**config.mk**
```make
export PLATFORM = sky130hd
export DESIGN_NAME = imrtr_top
export DESIGN_NICKNAME = d
export VERILOG_FILES = /design/src/hw/imrtr_pkg.sv /design/src/hw/imrtr_top.sv
export SDC_FILE = /design/constraint.sdc
export NUM_CORES = 1
export LEC_CHECK = 0
export ABC_AREA = 1
export BUFFER_PORTS_ARGS = -buffer_cell sky130_fd_sc_hd__buf_4
export CAP_MARGIN = 10
export CORE_ASPECT_RATIO = 1.25
export CORE_MARGIN = 10
export CORE_UTILIZATION = 35
export CTS_BUF_LIST = sky130_fd_sc_hd__clkbuf_16
export DETAILED_ROUTE_END_ITERATION = 10
export PLACE_DENSITY = 0.68
export SYNTH_ARGS = -nofsm -noshare
export SYNTH_HDL_FRONTEND = slang
export SYNTH_SLANG_ARGS = --single-unit
```
**constraint.sdc**
```tcl
create_clock -name CLK -period 1.7 [get_ports CLK]
set_input_delay 0.34 -clock CLK [delete_from_list [all_inputs] [get_ports CLK]]
set_output_delay 0.34 -clock CLK [all_outputs]
set_load 0.02 [all_outputs]
```
**src/hw/imrtr_pkg.sv**
```systemverilog
// Constants, register map and state type of the I2C master sequencer.
package imrtr_pkg;
  localparam int CLK_NS       = 10;
  localparam int TCY_NS       = 40;
  localparam int TICK_CYC     = TCY_NS / (2 * CLK_NS);
  localparam int WRITE_COLLISION_FLAG_WIN_NS  = 2 * TCY_NS;
  localparam int WRITE_COLLISION_FLAG_WIN_CYC = WRITE_COLLISION_FLAG_WIN_NS / CLK_NS;
  localparam int ADDR_W       = 8;
  localparam logic [7:0] OFS_CTRL2  = 8'h00;
  localparam logic [7:0] OFS_STATUS = 8'h04;
  localparam logic [7:0] OFS_RELOAD = 8'h08;
  localparam logic [7:0] OFS_BUF    = 8'h0C;
  localparam logic [7:0] OFS_FLAGS  = 8'h10;
  localparam logic [2:0] SEL_CTRL2  = 3'h0;
  localparam logic [2:0] SEL_STATUS = 3'h1;
  localparam logic [2:0] SEL_RELOAD = 3'h2;
  localparam logic [2:0] SEL_BUF    = 3'h3;
  localparam logic [2:0] SEL_FLAGS  = 3'h4;
  localparam logic [2:0] SEL_NONE   = 3'h7;
  localparam int CTL_REPEATED_START_ENABLE    = 1;
  localparam int CTL_RECEIVE_ENABLE_BIT    = 3;
  localparam int CTL_ACK_VALUE_BIT   = 5;
  localparam int CTL_ACK_RECEIVED_STATUS = 6;
  localparam int ST_BF       = 0;
  localparam int ST_START    = 3;
  localparam int FL_EVT      = 0;
  localparam int FL_WRITE_COLLISION_FLAG     = 1;
  localparam int FL_OVF      = 2;
  localparam int FL_BCL      = 3;
  localparam logic [6:0] RELOAD_RST = 7'h13;
  localparam logic [1:0] RESP_OKAY   = 2'h0;
  localparam logic [1:0] RESP_SLVERR = 2'h2;
  typedef enum logic [3:0] {
    S_IDLE = 4'h0, S_RS1 = 4'h1, S_RS2 = 4'h3, S_RS3 = 4'h2, S_RS4 = 4'h6,
    S_TXL  = 4'h7, S_TXH = 4'h5, S_RXL = 4'hC, S_RXH = 4'hD
  } imrtr_state_t;
endpackage : imrtr_pkg

```
**src/hw/imrtr_top.sv**
```systemverilog
// I2C master repeated start, byte transmit and byte receive with AXI4-Lite registers.
// Operation
// - Repeated start begins only when its enable is written while idle.
// - Pull SCL low; once low, load counter from six bits, release SDA.
// - On expiry with SDA high release SCL; when high reload seven bits.
// - After one high period drive SDA low one period, then clear enable.
// - Start-detected bit follows bus lines; event flag waits for counter expiry.
// - Repeated start enable written during another event is ignored.
// - Collision: SDA low as SCL rises, or SCL falls before SDA pulled.
// - Buffer write during repeated start or reception sets collision, no update.
// - Low five control bits ignore writes until repeated start completes.
// - Buffer write sets buffer-full and starts the counter for a byte.
// - SDA changes after SCL falls; low one period, high one period; MSB first.
// - Eighth falling edge clears buffer-full and releases SDA for acknowledge.
// - Ninth falling edge samples SDA into acknowledge status.
// - After ninth clock set event flag, stop counter, hold SCL low.
// - Write during transmit sets collision; updates buffer only within two cycles.
// - Buffer-full set by write, cleared when eight bits shifted out.
// - Receive enable starts reception only when idle.
// - Receive toggles SCL each expiry and shifts SDA in each clock.
// - After eighth received clock: clear enable, load buffer, set flags, hold SCL.
// - Reading the buffer in receive operation clears buffer-full.
// - Byte arriving while buffer-full is set raises overflow.
// - Counter reloads seven bits, decrements twice per instruction cycle, stops at zero.
// - After SCL release the counter waits until SCL is sampled high.
`timescale 1ns/1ps
module imrtr_top
  import imrtr_pkg::*;
(
  input  wire logic              CLK,
  input  wire logic              RST_B,
  input  wire logic [ADDR_W-1:0] S_AXI_AWADDR,
  input  wire logic              S_AXI_AWVALID,
  output logic                   S_AXI_AWREADY,
  input  wire logic [31:0]       S_AXI_WDATA,
  input  wire logic [3:0]        S_AXI_WSTRB,
  input  wire logic              S_AXI_WVALID,
  output logic                   S_AXI_WREADY,
  output logic [1:0]             S_AXI_BRESP,
  output logic                   S_AXI_BVALID,
  input  wire logic              S_AXI_BREADY,
  input  wire logic [ADDR_W-1:0] S_AXI_ARADDR,
  input  wire logic              S_AXI_ARVALID,
  output logic                   S_AXI_ARREADY,
  output logic [31:0]            S_AXI_RDATA,
  output logic [1:0]             S_AXI_RRESP,
  output logic                   S_AXI_RVALID,
  input  wire logic              S_AXI_RREADY,
  input  wire logic              SCL_I,
  output logic                   SCL_O,
  output logic                   SCL_OE_B,
  input  wire logic              SDA_I,
  output logic                   SDA_O,
  output logic                   SDA_OE_B
);
  function automatic logic [2:0] reg_sel(input logic [ADDR_W-1:0] a);
    case (a)
      OFS_CTRL2:  reg_sel = SEL_CTRL2;
      OFS_STATUS: reg_sel = SEL_STATUS;
      OFS_RELOAD: reg_sel = SEL_RELOAD;
      OFS_BUF:    reg_sel = SEL_BUF;
      OFS_FLAGS:  reg_sel = SEL_FLAGS;
      default:    reg_sel = SEL_NONE;
    endcase
  endfunction : reg_sel

  imrtr_state_t      state_r, state_nxt;
  logic [2:0]        scl_s_r, sda_s_r;
  logic              scl_f, sda_f, scl_q_r, sda_q_r;
  logic [3:0]        tdiv_r;
  logic              tick_r;
  logic [6:0]        cnt_r, reload_r;
  logic [3:0]        bitc_r, wwin_r;
  logic [7:0]        shf_r, buf_r;
  logic              bf_r, repeated_start_enable_r, receive_enable_bit_r, ack_value_bit_r, ack_received_status_r, rxm_r;
  logic              evt_r, write_collision_flag_r, ovf_r, bcl_r, sdet_r;
  logic              scl_oe_b_r, sda_oe_b_r, scl_nxt, sda_nxt;
  logic              ld_w, ld6_w, step_w, rs_done_w, bcl_w;
  logic              aw_got_r, w_got_r;
  logic [ADDR_W-1:0] wa_r;
  logic [7:0]        wd_r;
  logic              wstb_r;

  // Bus-side decode.
  wire             wr_do_w    = aw_got_r && w_got_r && !S_AXI_BVALID;
  wire       [2:0] wsel_w     = reg_sel(wa_r);
  wire       [2:0] rsel_w     = reg_sel(S_AXI_ARADDR);
  wire             wr_en_w    = wr_do_w && wstb_r;
  wire             ctl_wr_w   = wr_en_w && wsel_w == SEL_CTRL2;
  wire             buf_wr_w   = wr_en_w && wsel_w == SEL_BUF;
  wire             flg_wr_w   = wr_en_w && wsel_w == SEL_FLAGS;
  wire             ar_hs_w    = S_AXI_ARVALID && S_AXI_ARREADY;
  wire             rd_buf_w   = ar_hs_w && rsel_w == SEL_BUF && rxm_r;
  wire             idle_w     = state_r == S_IDLE;
  wire             tx_w       = state_r == S_TXL || state_r == S_TXH;
  wire             ctl_ok_w   = ctl_wr_w && !repeated_start_enable_r;
  wire             rs_go_w    = ctl_ok_w && wd_r[CTL_REPEATED_START_ENABLE] && idle_w;
  wire             rx_go_w    = ctl_ok_w && wd_r[CTL_RECEIVE_ENABLE_BIT] && !wd_r[CTL_REPEATED_START_ENABLE]
                                && idle_w;
  wire             tx_go_w    = buf_wr_w && idle_w && !rs_go_w;
  wire             hi_w       = state_r == S_RS3 || state_r == S_RS4 || state_r == S_TXH
                                || state_r == S_RXH;
  wire             cnt_on_w   = !idle_w && state_r != S_RS1 && (!hi_w || scl_f);
  wire             tmo_w      = cnt_on_w && cnt_r == 7'h00;
  wire       [6:0] ldv_w      = ld6_w ? {1'b0, reload_r[5:0]} : reload_r;
  wire             tx_step_w  = step_w && state_r == S_TXH;
  wire             rx_step_w  = step_w && state_r == S_RXH;
  wire             tx_done_w  = tx_step_w && bitc_r == 4'h8;
  wire             rx_done_w  = rx_step_w && bitc_r == 4'h7;
  wire       [7:0] rx_shf_w   = {shf_r[6:0], sda_f};
  wire             scl_fall_w = scl_q_r && !scl_f;
  wire             scl_rise_w = !scl_q_r && scl_f;
  wire       [7:0] rd_ctl_w   = {1'b0, ack_received_status_r, ack_value_bit_r, 1'b0, receive_enable_bit_r, 1'b0, repeated_start_enable_r, 1'b0};
  wire       [7:0] rd_st_w    = {4'h0, sdet_r, 2'h0, bf_r};
  wire       [7:0] rd_fl_w    = {4'h0, bcl_r, ovf_r, write_collision_flag_r, evt_r};
  wire       [7:0] rd_mux_w   = rsel_w == SEL_CTRL2  ? rd_ctl_w :
                                rsel_w == SEL_STATUS ? rd_st_w :
                                rsel_w == SEL_RELOAD ? {1'b0, reload_r} :
                                rsel_w == SEL_BUF    ? buf_r : rd_fl_w;

  // Pin inputs: three stages, filtered level moves once stages two and three agree.
  always_ff @(posedge CLK) begin
    if (!RST_B) begin
      scl_s_r <= 3'h7;
      sda_s_r <= 3'h7;
      scl_f   <= 1'b1;
      sda_f   <= 1'b1;
      scl_q_r <= 1'b1;
      sda_q_r <= 1'b1;
    end else begin
      scl_s_r <= {scl_s_r[1:0], SCL_I};
      sda_s_r <= {sda_s_r[1:0], SDA_I};
      if (scl_s_r[1] == scl_s_r[2]) scl_f <= scl_s_r[2];
      if (sda_s_r[1] == sda_s_r[2]) sda_f <= sda_s_r[2];
      scl_q_r <= scl_f;
      sda_q_r <= sda_f;
    end
  end

  // Two counter steps per instruction cycle.
  always_ff @(posedge CLK) begin
    if (!RST_B) begin
      tdiv_r <= 4'h0;
      tick_r <= 1'b0;
    end else begin
      tick_r <= tdiv_r == 4'(TICK_CYC - 1);
      tdiv_r <= (tdiv_r == 4'(TICK_CYC - 1)) ? 4'h0 : tdiv_r + 4'h1;
    end
  end

  always_ff @(posedge CLK) begin
    if (!RST_B) cnt_r <= 7'h00;
    else if (ld_w) cnt_r <= ldv_w;
    else if (tick_r && cnt_on_w && cnt_r != 7'h00) cnt_r <= cnt_r - 7'h01;
  end

  always_comb begin
    state_nxt = state_r;
    scl_nxt   = scl_oe_b_r;
    sda_nxt   = sda_oe_b_r;
    ld_w      = 1'b0;
    ld6_w     = 1'b0;
    step_w    = 1'b0;
    rs_done_w = 1'b0;
    bcl_w     = 1'b0;
    case (state_r)
      S_IDLE: begin
        if (rs_go_w) begin
          state_nxt = S_RS1;
          scl_nxt   = 1'b0;
        end else if (rx_go_w) begin
          state_nxt = S_RXL;
          scl_nxt   = 1'b0;
          sda_nxt   = 1'b1;
          ld_w      = 1'b1;
        end else if (tx_go_w) begin
          state_nxt = S_TXL;
          scl_nxt   = 1'b0;
          ld_w      = 1'b1;
        end
      end
      S_RS1: begin
        if (!scl_f) begin
          state_nxt = S_RS2;
          ld_w      = 1'b1;
          ld6_w     = 1'b1;
          sda_nxt   = 1'b1;
        end
      end
      S_RS2: begin
        if (tmo_w && sda_f) begin
          state_nxt = S_RS3;
          scl_nxt   = 1'b1;
          ld_w      = 1'b1;
        end else if (tmo_w) begin
          bcl_w = 1'b1;
        end
      end
      S_RS3: begin
        ld_w = !scl_f;
        if ((scl_rise_w && !sda_f) || scl_fall_w) begin
          bcl_w = 1'b1;
        end else if (tmo_w) begin
          state_nxt = S_RS4;
          sda_nxt   = 1'b0;
          ld_w      = 1'b1;
        end
      end
      S_RS4: begin
        ld_w = !scl_f;
        if (tmo_w) begin
          state_nxt = S_IDLE;
          rs_done_w = 1'b1;
        end
      end
      S_TXL: begin
        if (!scl_f) sda_nxt = bitc_r == 4'h8 || shf_r[7];
        if (tmo_w) begin
          state_nxt = S_TXH;
          scl_nxt   = 1'b1;
          ld_w      = 1'b1;
        end
      end
      S_TXH: begin
        ld_w = !scl_f;
        if (tmo_w) begin
          step_w    = 1'b1;
          scl_nxt   = 1'b0;
          ld_w      = 1'b1;
          state_nxt = bitc_r == 4'h8 ? S_IDLE : S_TXL;
        end
      end
      S_RXL: begin
        if (tmo_w) begin
          state_nxt = S_RXH;
          scl_nxt   = 1'b1;
          ld_w      = 1'b1;
        end
      end
      S_RXH: begin
        ld_w = !scl_f;
        if (tmo_w) begin
          step_w    = 1'b1;
          scl_nxt   = 1'b0;
          ld_w      = 1'b1;
          state_nxt = bitc_r == 4'h7 ? S_IDLE : S_RXL;
        end
      end
      default: state_nxt = S_IDLE;
    endcase
    if (bcl_w) begin
      state_nxt = S_IDLE;
      scl_nxt   = 1'b1;
      sda_nxt   = 1'b1;
    end
  end

  always_ff @(posedge CLK) begin
    if (!RST_B) begin
      state_r    <= S_IDLE;
      scl_oe_b_r <= 1'b1;
      sda_oe_b_r <= 1'b1;
    end else begin
      state_r    <= state_nxt;
      scl_oe_b_r <= scl_nxt;
      sda_oe_b_r <= sda_nxt;
    end
  end

  // Shift path and bit counter.
  always_ff @(posedge CLK) begin
    if (!RST_B) begin
      bitc_r <= 4'h0;
      shf_r  <= 8'h00;
    end else if (tx_go_w || rx_go_w) begin
      bitc_r <= 4'h0;
      shf_r  <= tx_go_w ? wd_r : 8'h00;
    end else if (step_w) begin
      bitc_r <= bitc_r + 4'h1;
      shf_r  <= rx_step_w ? rx_shf_w : {shf_r[6:0], 1'b0};
    end
  end

  // Transfer buffer, collision window and buffer-full.
  always_ff @(posedge CLK) begin
    if (!RST_B) begin
      buf_r  <= 8'h00;
      wwin_r <= 4'h0;
      rxm_r  <= 1'b0;
      bf_r   <= 1'b0;
    end else begin
      if (tx_go_w || (buf_wr_w && tx_w && wwin_r != 4'h0)) buf_r <= wd_r;
      else if (rx_done_w) buf_r <= rx_shf_w;
      if (tx_go_w) wwin_r <= 4'(WRITE_COLLISION_FLAG_WIN_CYC);
      else if (wwin_r != 4'h0) wwin_r <= wwin_r - 4'h1;
      if (tx_go_w) rxm_r <= 1'b0;
      else if (rx_go_w) rxm_r <= 1'b1;
      bf_r <= tx_go_w || rx_done_w || (bf_r && !rd_buf_w
              && !(tx_step_w && bitc_r == 4'h7));
    end
  end

  // Control and status bits; hardware sets win over software clears.
  always_ff @(posedge CLK) begin
    if (!RST_B) begin
      repeated_start_enable_r    <= 1'b0;
      receive_enable_bit_r    <= 1'b0;
      ack_value_bit_r   <= 1'b0;
      ack_received_status_r <= 1'b0;
      reload_r  <= RELOAD_RST;
      sdet_r    <= 1'b0;
    end else begin
      repeated_start_enable_r <= rs_go_w || (repeated_start_enable_r && !rs_done_w && !bcl_w);
      receive_enable_bit_r <= rx_go_w || (receive_enable_bit_r && !rx_done_w);
      if (ctl_wr_w) ack_value_bit_r <= wd_r[CTL_ACK_VALUE_BIT];
      if (tx_done_w) ack_received_status_r <= sda_f;
      if (wr_en_w && wsel_w == SEL_RELOAD) reload_r <= wd_r[6:0];
      if (scl_f && sda_q_r && !sda_f) sdet_r <= 1'b1;
      else if (scl_f && !sda_q_r && sda_f) sdet_r <= 1'b0;
    end
  end

  always_ff @(posedge CLK) begin
    if (!RST_B) begin
      evt_r  <= 1'b0;
      write_collision_flag_r <= 1'b0;
      ovf_r  <= 1'b0;
      bcl_r  <= 1'b0;
    end else begin
      evt_r  <= rs_done_w || tx_done_w || rx_done_w
                || (evt_r && !(flg_wr_w && wd_r[FL_EVT]));
      write_collision_flag_r <= (buf_wr_w && !idle_w)
                || (write_collision_flag_r && !(flg_wr_w && wd_r[FL_WRITE_COLLISION_FLAG]));
      ovf_r  <= (rx_done_w && bf_r && !rd_buf_w)
                || (ovf_r && !(flg_wr_w && wd_r[FL_OVF]));
      bcl_r  <= bcl_w || (bcl_r && !(flg_wr_w && wd_r[FL_BCL]));
    end
  end

  // AXI4-Lite write channel: address and data taken in either order.
  always_ff @(posedge CLK) begin
    if (!RST_B) begin
      aw_got_r      <= 1'b0;
      w_got_r       <= 1'b0;
      wa_r          <= '0;
      wd_r          <= 8'h00;
      wstb_r        <= 1'b0;
      S_AXI_AWREADY <= 1'b1;
      S_AXI_WREADY  <= 1'b1;
      S_AXI_BVALID  <= 1'b0;
      S_AXI_BRESP   <= RESP_OKAY;
    end else begin
      if (S_AXI_AWVALID && S_AXI_AWREADY) begin
        aw_got_r      <= 1'b1;
        wa_r          <= S_AXI_AWADDR;
        S_AXI_AWREADY <= 1'b0;
      end
      if (S_AXI_WVALID && S_AXI_WREADY) begin
        w_got_r      <= 1'b1;
        wd_r         <= S_AXI_WDATA[7:0];
        wstb_r       <= S_AXI_WSTRB[0];
        S_AXI_WREADY <= 1'b0;
      end
      if (wr_do_w) begin
        aw_got_r     <= 1'b0;
        w_got_r      <= 1'b0;
        S_AXI_BVALID <= 1'b1;
        S_AXI_BRESP  <= wsel_w == SEL_NONE ? RESP_SLVERR : RESP_OKAY;
      end
      if (S_AXI_BVALID && S_AXI_BREADY) begin
        S_AXI_BVALID  <= 1'b0;
        S_AXI_AWREADY <= 1'b1;
        S_AXI_WREADY  <= 1'b1;
      end
    end
  end

  always_ff @(posedge CLK) begin
    if (!RST_B) begin
      S_AXI_ARREADY <= 1'b1;
      S_AXI_RVALID  <= 1'b0;
      S_AXI_RDATA   <= 32'h0000_0000;
      S_AXI_RRESP   <= RESP_OKAY;
    end else if (ar_hs_w) begin
      S_AXI_ARREADY <= 1'b0;
      S_AXI_RVALID  <= 1'b1;
      S_AXI_RDATA   <= rsel_w == SEL_NONE ? 32'h0000_0000 : {24'h00_0000, rd_mux_w};
      S_AXI_RRESP   <= rsel_w == SEL_NONE ? RESP_SLVERR : RESP_OKAY;
    end else if (S_AXI_RVALID && S_AXI_RREADY) begin
      S_AXI_RVALID  <= 1'b0;
      S_AXI_ARREADY <= 1'b1;
    end
  end

  // Open-drain pins: the data outputs are a constant low flop.
  always_ff @(posedge CLK) begin
    if (!RST_B) begin
      SCL_O    <= 1'b0;
      SDA_O    <= 1'b0;
      SCL_OE_B <= 1'b1;
      SDA_OE_B <= 1'b1;
    end else begin
      SCL_O    <= 1'b0;
      SDA_O    <= 1'b0;
      SCL_OE_B <= scl_nxt;
      SDA_OE_B <= sda_nxt;
    end
  end
endmodule : imrtr_top

```
==> metrics.txt <==
# TYPE chip_impl_metric gauge
chip_impl_metric{name="clock_latency",unit="ns"} 0.36
chip_impl_metric{name="route.detailed.drc",unit=""} 0
chip_impl_info{name="min_from",value="SDA_I"} 1
chip_impl_metric{name="whs",unit="ns"} 0.1738
chip_impl_metric{name="place_ws",unit="ns"} -0.1861
chip_impl_metric{name="die_area",unit="sq um"} 21070
chip_impl_info{name="hold_path_end",value="sda_s_r[0]$_SDFF_PN1_"} 1
chip_impl_metric{name="finalHoldViolations",unit=""} 0
chip_impl_metric{name="p_leak",unit="nW"} 3.368
chip_impl_metric{name="cts_made_buffers",unit=""} 9
chip_impl_metric{name="port_buffers",unit=""} 50
chip_impl_metric{name="power",unit="mW"} 7.859
chip_impl_metric{name="clk_pin_slew_worst_paths",unit="ns"} 0.08
chip_impl_metric{name="worst_slew_pin_slew",unit="ns"} 0.5180
chip_impl_metric{name="synth-warning-count",unit=""} 0
chip_impl_metric{name="drt-total-wl",unit="microns"} 15360
chip_impl_info{name="synth.most_common_cell",value="sky130_fd_sc_hd__nand2_1"} 1
chip_impl_metric{name="worst-r2r-cell-count",unit=""} 11
chip_impl_metric{name="holdBufCountCts",unit=""} 0
chip_impl_metric{name="synth_largest_type_area_fraction",unit=""} 0.3804
chip_impl_info{name="setup_repair_after_global_routing_missed_its_margin",value="yes"} 1
chip_impl_metric{name="syn-mean-instance-area",unit="sq um"} 6.989
chip_impl_metric{name="final.min_clock_period",unit="ns"} 1.790
chip_impl_info{name="post_synth_main_area_contributors",value="sky130_fd_sc_hd__dfxtp_1 38%, sky130_fd_sc_hd__nand2_1 12%, sky130_fd_sc_hd__inv_1 6.0%"} 1
chip_impl_metric{name="min_delay_path_depth",unit=""} 2
chip_impl_metric{name="cts.htree.levels",unit=""} 3
chip_impl_metric{name="place_congestion",unit=""} 0.8976
chip_impl_metric{name="row_count",unit=""} 51
chip_impl_metric{name="initial_core_util",unit=""} 0.3544
chip_impl_metric{name="avgRoutedWirePerCell",unit="microns"} 13.24
chip_impl_metric{name="drv_slew",unit=""} 0
chip_impl_metric{name="numClockSinks",unit=""} 104
chip_impl_metric{name="synth_edf_count",unit=""} 0
chip_impl_metric{name="peakVddDrop",unit="mV"} 0.6356
chip_impl_metric{name="layout-drive-gt1-share",unit=""} 0.2975
chip_impl_metric{name="dp.final_hpwl",unit="microns"} 11580
chip_impl_metric{name="first_global_vias",unit=""} 5258
chip_impl_metric{name="fmaxAchievable",unit="GHz"} 0.5587
chip_impl_metric{name="ys_seq_area_frac",unit=""} 0.3804
chip_impl_metric{name="n_antenna_cell",unit=""} 0
chip_impl_metric{name="timing.final.ws_setup",unit="ns"} -0.08978
chip_impl_metric{name="detail_route.vias_per_cell",unit=""} 4.664
chip_impl_metric{name="synth.lib_cells_used.distinct",unit=""} 43
chip_impl_metric{name="grt_pass1_wl",unit="microns"} 24290
chip_impl_info{name="worstHoldPathType",value="in2reg"} 1
chip_impl_metric{name="die_height",unit="microns"} 159.8
chip_impl_metric{name="grt.total_usage",unit=""} 0.1369
chip_impl_metric{name="timing.slew.headroom",unit=""} 0.6538
chip_impl_metric{name="drt_first_pass_iters",unit=""} 5
chip_impl_info{name="synth.cells.most_frequent",value="182 x sky130_fd_sc_hd__nand2_1, 104 x sky130_fd_sc_hd__dfxtp_1, 88 x sky130_fd_sc_hd__inv_1"} 1
chip_impl_metric{name="fin_skew",unit="ns"} 0.01211
chip_impl_metric{name="timing.critical_path.arrival",unit="ns"} 2.09
chip_impl_metric{name="post_synth_inst_count",unit=""} 783
chip_impl_info{name="crit-reg2reg-capture",value="buf_r[0]$_SDFFE_PN0P_"} 1
chip_impl_info{name="top_ff_cell_synth",value="sky130_fd_sc_hd__dfxtp_1"} 1
chip_impl_metric{name="setup_violations",unit=""} 24
chip_impl_metric{name="fin_crit_sh",unit=""} 1.053
chip_impl_metric{name="critical_path.max_fanout",unit=""} 9
chip_impl_info{name="reg2reg_from",value="wa_r[3]$_SDFFE_PN0P_"} 1
chip_impl_metric{name="maximum_number_of_pins_on_one_net_before_global_route_repair",unit=""} 40
chip_impl_info{name="setup.worst_path.end_class",value="flip-flop"} 1
chip_impl_metric{name="critical_path_required",unit="ns"} 2.00
chip_impl_info{name="start_kind",value="flip-flop"} 1
chip_impl_info{name="root_buf_cell",value="sky130_fd_sc_hd__clkbuf_16"} 1
chip_impl_metric{name="postSynthRegisterBits",unit=""} 104
chip_impl_metric{name="maximum_buffer_depth_of_the_clock_tree",unit=""} 2
chip_impl_metric{name="async_flop_share",unit=""} 0
chip_impl_metric{name="power.density_cell_area",unit="nW/um^2"} 1068
chip_impl_metric{name="floorplan.core_area",unit="sq um"} 15440
chip_impl_info{name="outcome",value="finished, violations left"} 1
chip_impl_metric{name="dieWidth",unit="microns"} 131.8
chip_impl_metric{name="via_count_of_the_routed_design",unit=""} 5410
chip_impl_metric{name="max_cap_violations",unit=""} 0
chip_impl_info{name="clock_tree_from_tritoncts",value="yes"} 1
chip_impl_metric{name="antenna_left",unit=""} 0
chip_impl_metric{name="nNetsFinal",unit=""} 1011
chip_impl_info{name="worstSetupPathType",value="reg2reg"} 1
chip_impl_metric{name="setup-tns-final",unit="ns"} -1.044
chip_impl_metric{name="setup.reg_to_reg.worst_slack",unit="ns"} -0.09
chip_impl_metric{name="drt_iter0_markers",unit=""} 381
chip_impl_metric{name="synthToLayoutAreaGrowth",unit="%"} 34.52
chip_impl_metric{name="antenna_found_initial",unit=""} 0
chip_impl_info{name="synth_top_area_cell",value="sky130_fd_sc_hd__dfxtp_1"} 1
chip_impl_metric{name="pin_count",unit=""} 106
chip_impl_metric{name="grt_overflow_total",unit=""} 0
chip_impl_metric{name="mappedNetlistArea",unit="sq um"} 5473
chip_impl_info{name="failed_checks",value="setup timing"} 1
[cell type report]
cell class	count	area, sq um
Tap cell	212	265.3
Multi-Input combinational cell	559	2989
Clock inverter	7	80.08
Sequential cell	104	2102
Timing Repair Buffer	167	1313
Inverter	102	387.9
Fill cell	1534	8080
Clock buffer	9	225.2
[layer usage]
layer  vias to the layer above  GRT usage  routed length (microns)
met5                         -          0                        0
li1                       2804          -                        -
met1                      2424     0.1495                     6431
met3                        35    0.03013                      769
met4                         0    0.06586                      518
met2                       147     0.2452                     7638
[power by group]
| group | internal [mW] | switching (mW) |
|---|---|---|
| clock | 1.05 | 1.04 |
| combinational | 1.26 | 1.65 |
| sequential | 2.66 | 0.198 |
| total | 4.96 | 2.90 |
[how the worst max path moves through the flow]
stage / start / to / slack, ns / depth (start not counted)
3_3_place_gp: cnt_r[0]$_SDFFE_PN0P_ / state_r[3]$_SDFFE_PP0P_ / -0.13 / 11
4_1_cts: wa_r[1]$_SDFFE_PN0P_ / buf_r[1]$_SDFFE_PN0P_ / -0.05 / 12
6_report: wa_r[3]$_SDFFE_PN0P_ / buf_r[0]$_SDFFE_PN0P_ / -0.09 / 11
5_1_grt: wa_r[4]$_SDFFE_PN0P_ / cnt_r[6]$_SDFFE_PN0P_ / -0.19 / 12
2_1_floorplan: cnt_r[0]$_SDFFE_PN0P_ / buf_r[6]$_SDFFE_PN0P_ / 0.02 / 12
3_5_place_dp: cnt_r[0]$_SDFFE_PN0P_ / state_r[3]$_SDFFE_PP0P_ / -0.19 / 11
[sequential cells by signal, indices dropped and copies added (netlist names), 3 cells and up]
register	cells
scl_s_r	3
wa_r	8
S_AXI_RDATA	8
cnt_r	7
tdiv_r	4
buf_r	8
reload_r	7
wwin_r	4
wd_r	8
shf_r	8
bitc_r	4
state_r	4
sda_s_r	3
[kinds of logic (layout without fill, tap and decap cells)]
kind of cell	after synthesis	after routing	synth area share
xor gates and xnor gates	8	8	0.01280
adders and majority gates	7	7	0.01600
other	1	28	0.0006852
DFF	104	104	0.3804
AOI/OAI and AO/OA	149	149	0.1493
buffers and inverters	148	285	0.1264
and+or+nand+nor	366	367	0.3144
[stage by stage]
stage                     cells  instance area, sq um  utilization
after global placement     1129                  6709       0.4345
final                      1160                  7362       0.4767
after CTS                  1152                  7198       0.4661
after detailed placement   1129                  6709       0.4345
after floorplan             810                  5574            -
after global routing       1160                  7362       0.4767
[cells in the final DEF (no fill, tap or decap), types with 3 or more instances in the layout]
cell type | netlist | routed
sky130_fd_sc_hd__a21oi_1 | 63 | 59
sky130_fd_sc_hd__a21oi_2 | 2 | 6
sky130_fd_sc_hd__buf_12 | 0 | 3
sky130_fd_sc_hd__buf_4 | 33 | 162
sky130_fd_sc_hd__clkbuf_16 | 0 | 10
sky130_fd_sc_hd__conb_1 | 1 | 28
sky130_fd_sc_hd__dfxtp_1 | 104 | 94
sky130_fd_sc_hd__dfxtp_2 | 0 | 7
sky130_fd_sc_hd__dfxtp_4 | 0 | 3
sky130_fd_sc_hd__ha_1 | 7 | 6
sky130_fd_sc_hd__inv_1 | 88 | 84
sky130_fd_sc_hd__inv_2 | 11 | 15
sky130_fd_sc_hd__nand2_1 | 182 | 176
sky130_fd_sc_hd__nand2_2 | 4 | 7
sky130_fd_sc_hd__nand2_4 | 2 | 5
sky130_fd_sc_hd__nand3_1 | 36 | 31
sky130_fd_sc_hd__nand3_2 | 2 | 6
sky130_fd_sc_hd__nand3_4 | 3 | 4
sky130_fd_sc_hd__nand4_1 | 19 | 19
sky130_fd_sc_hd__nor2_1 | 80 | 68
sky130_fd_sc_hd__nor2_2 | 9 | 14
sky130_fd_sc_hd__nor2_4 | 6 | 14
sky130_fd_sc_hd__nor2_8 | 3 | 3
sky130_fd_sc_hd__nor3_1 | 8 | 7
sky130_fd_sc_hd__o211ai_1 | 7 | 7
sky130_fd_sc_hd__o21ai_0 | 56 | 54
sky130_fd_sc_hd__o21ai_1 | 3 | 5
sky130_fd_sc_hd__o22ai_1 | 7 | 7
sky130_fd_sc_hd__or2_2 | 7 | 7
sky130_fd_sc_hd__xnor2_1 | 3 | 3
sky130_fd_sc_hd__xor2_1 | 5 | 5
[critical path, cell delays in order, from the launching register on]
cell	delay (ns)
sky130_fd_sc_hd__dfxtp_1	0.36
sky130_fd_sc_hd__nand2_1	0.11
sky130_fd_sc_hd__nor2_4	0.11
sky130_fd_sc_hd__nand3_2	0.10
sky130_fd_sc_hd__nor2_4	0.18
sky130_fd_sc_hd__nand3_2	0.12
sky130_fd_sc_hd__o21ai_4	0.23
sky130_fd_sc_hd__buf_12	0.17
sky130_fd_sc_hd__nand2_1	0.05
sky130_fd_sc_hd__o21ai_1	0.10
sky130_fd_sc_hd__nand2_1	0.09
sky130_fd_sc_hd__a21oi_2	0.12
[repair_timing]
action,4_1_cts,5_1_grt
resized for setup,33,31
pin swaps,17,6
cloned,1,1
endpoints found under the setup margin,38,42
setup buffers,6,7
(Power assumes the default switching activity.)
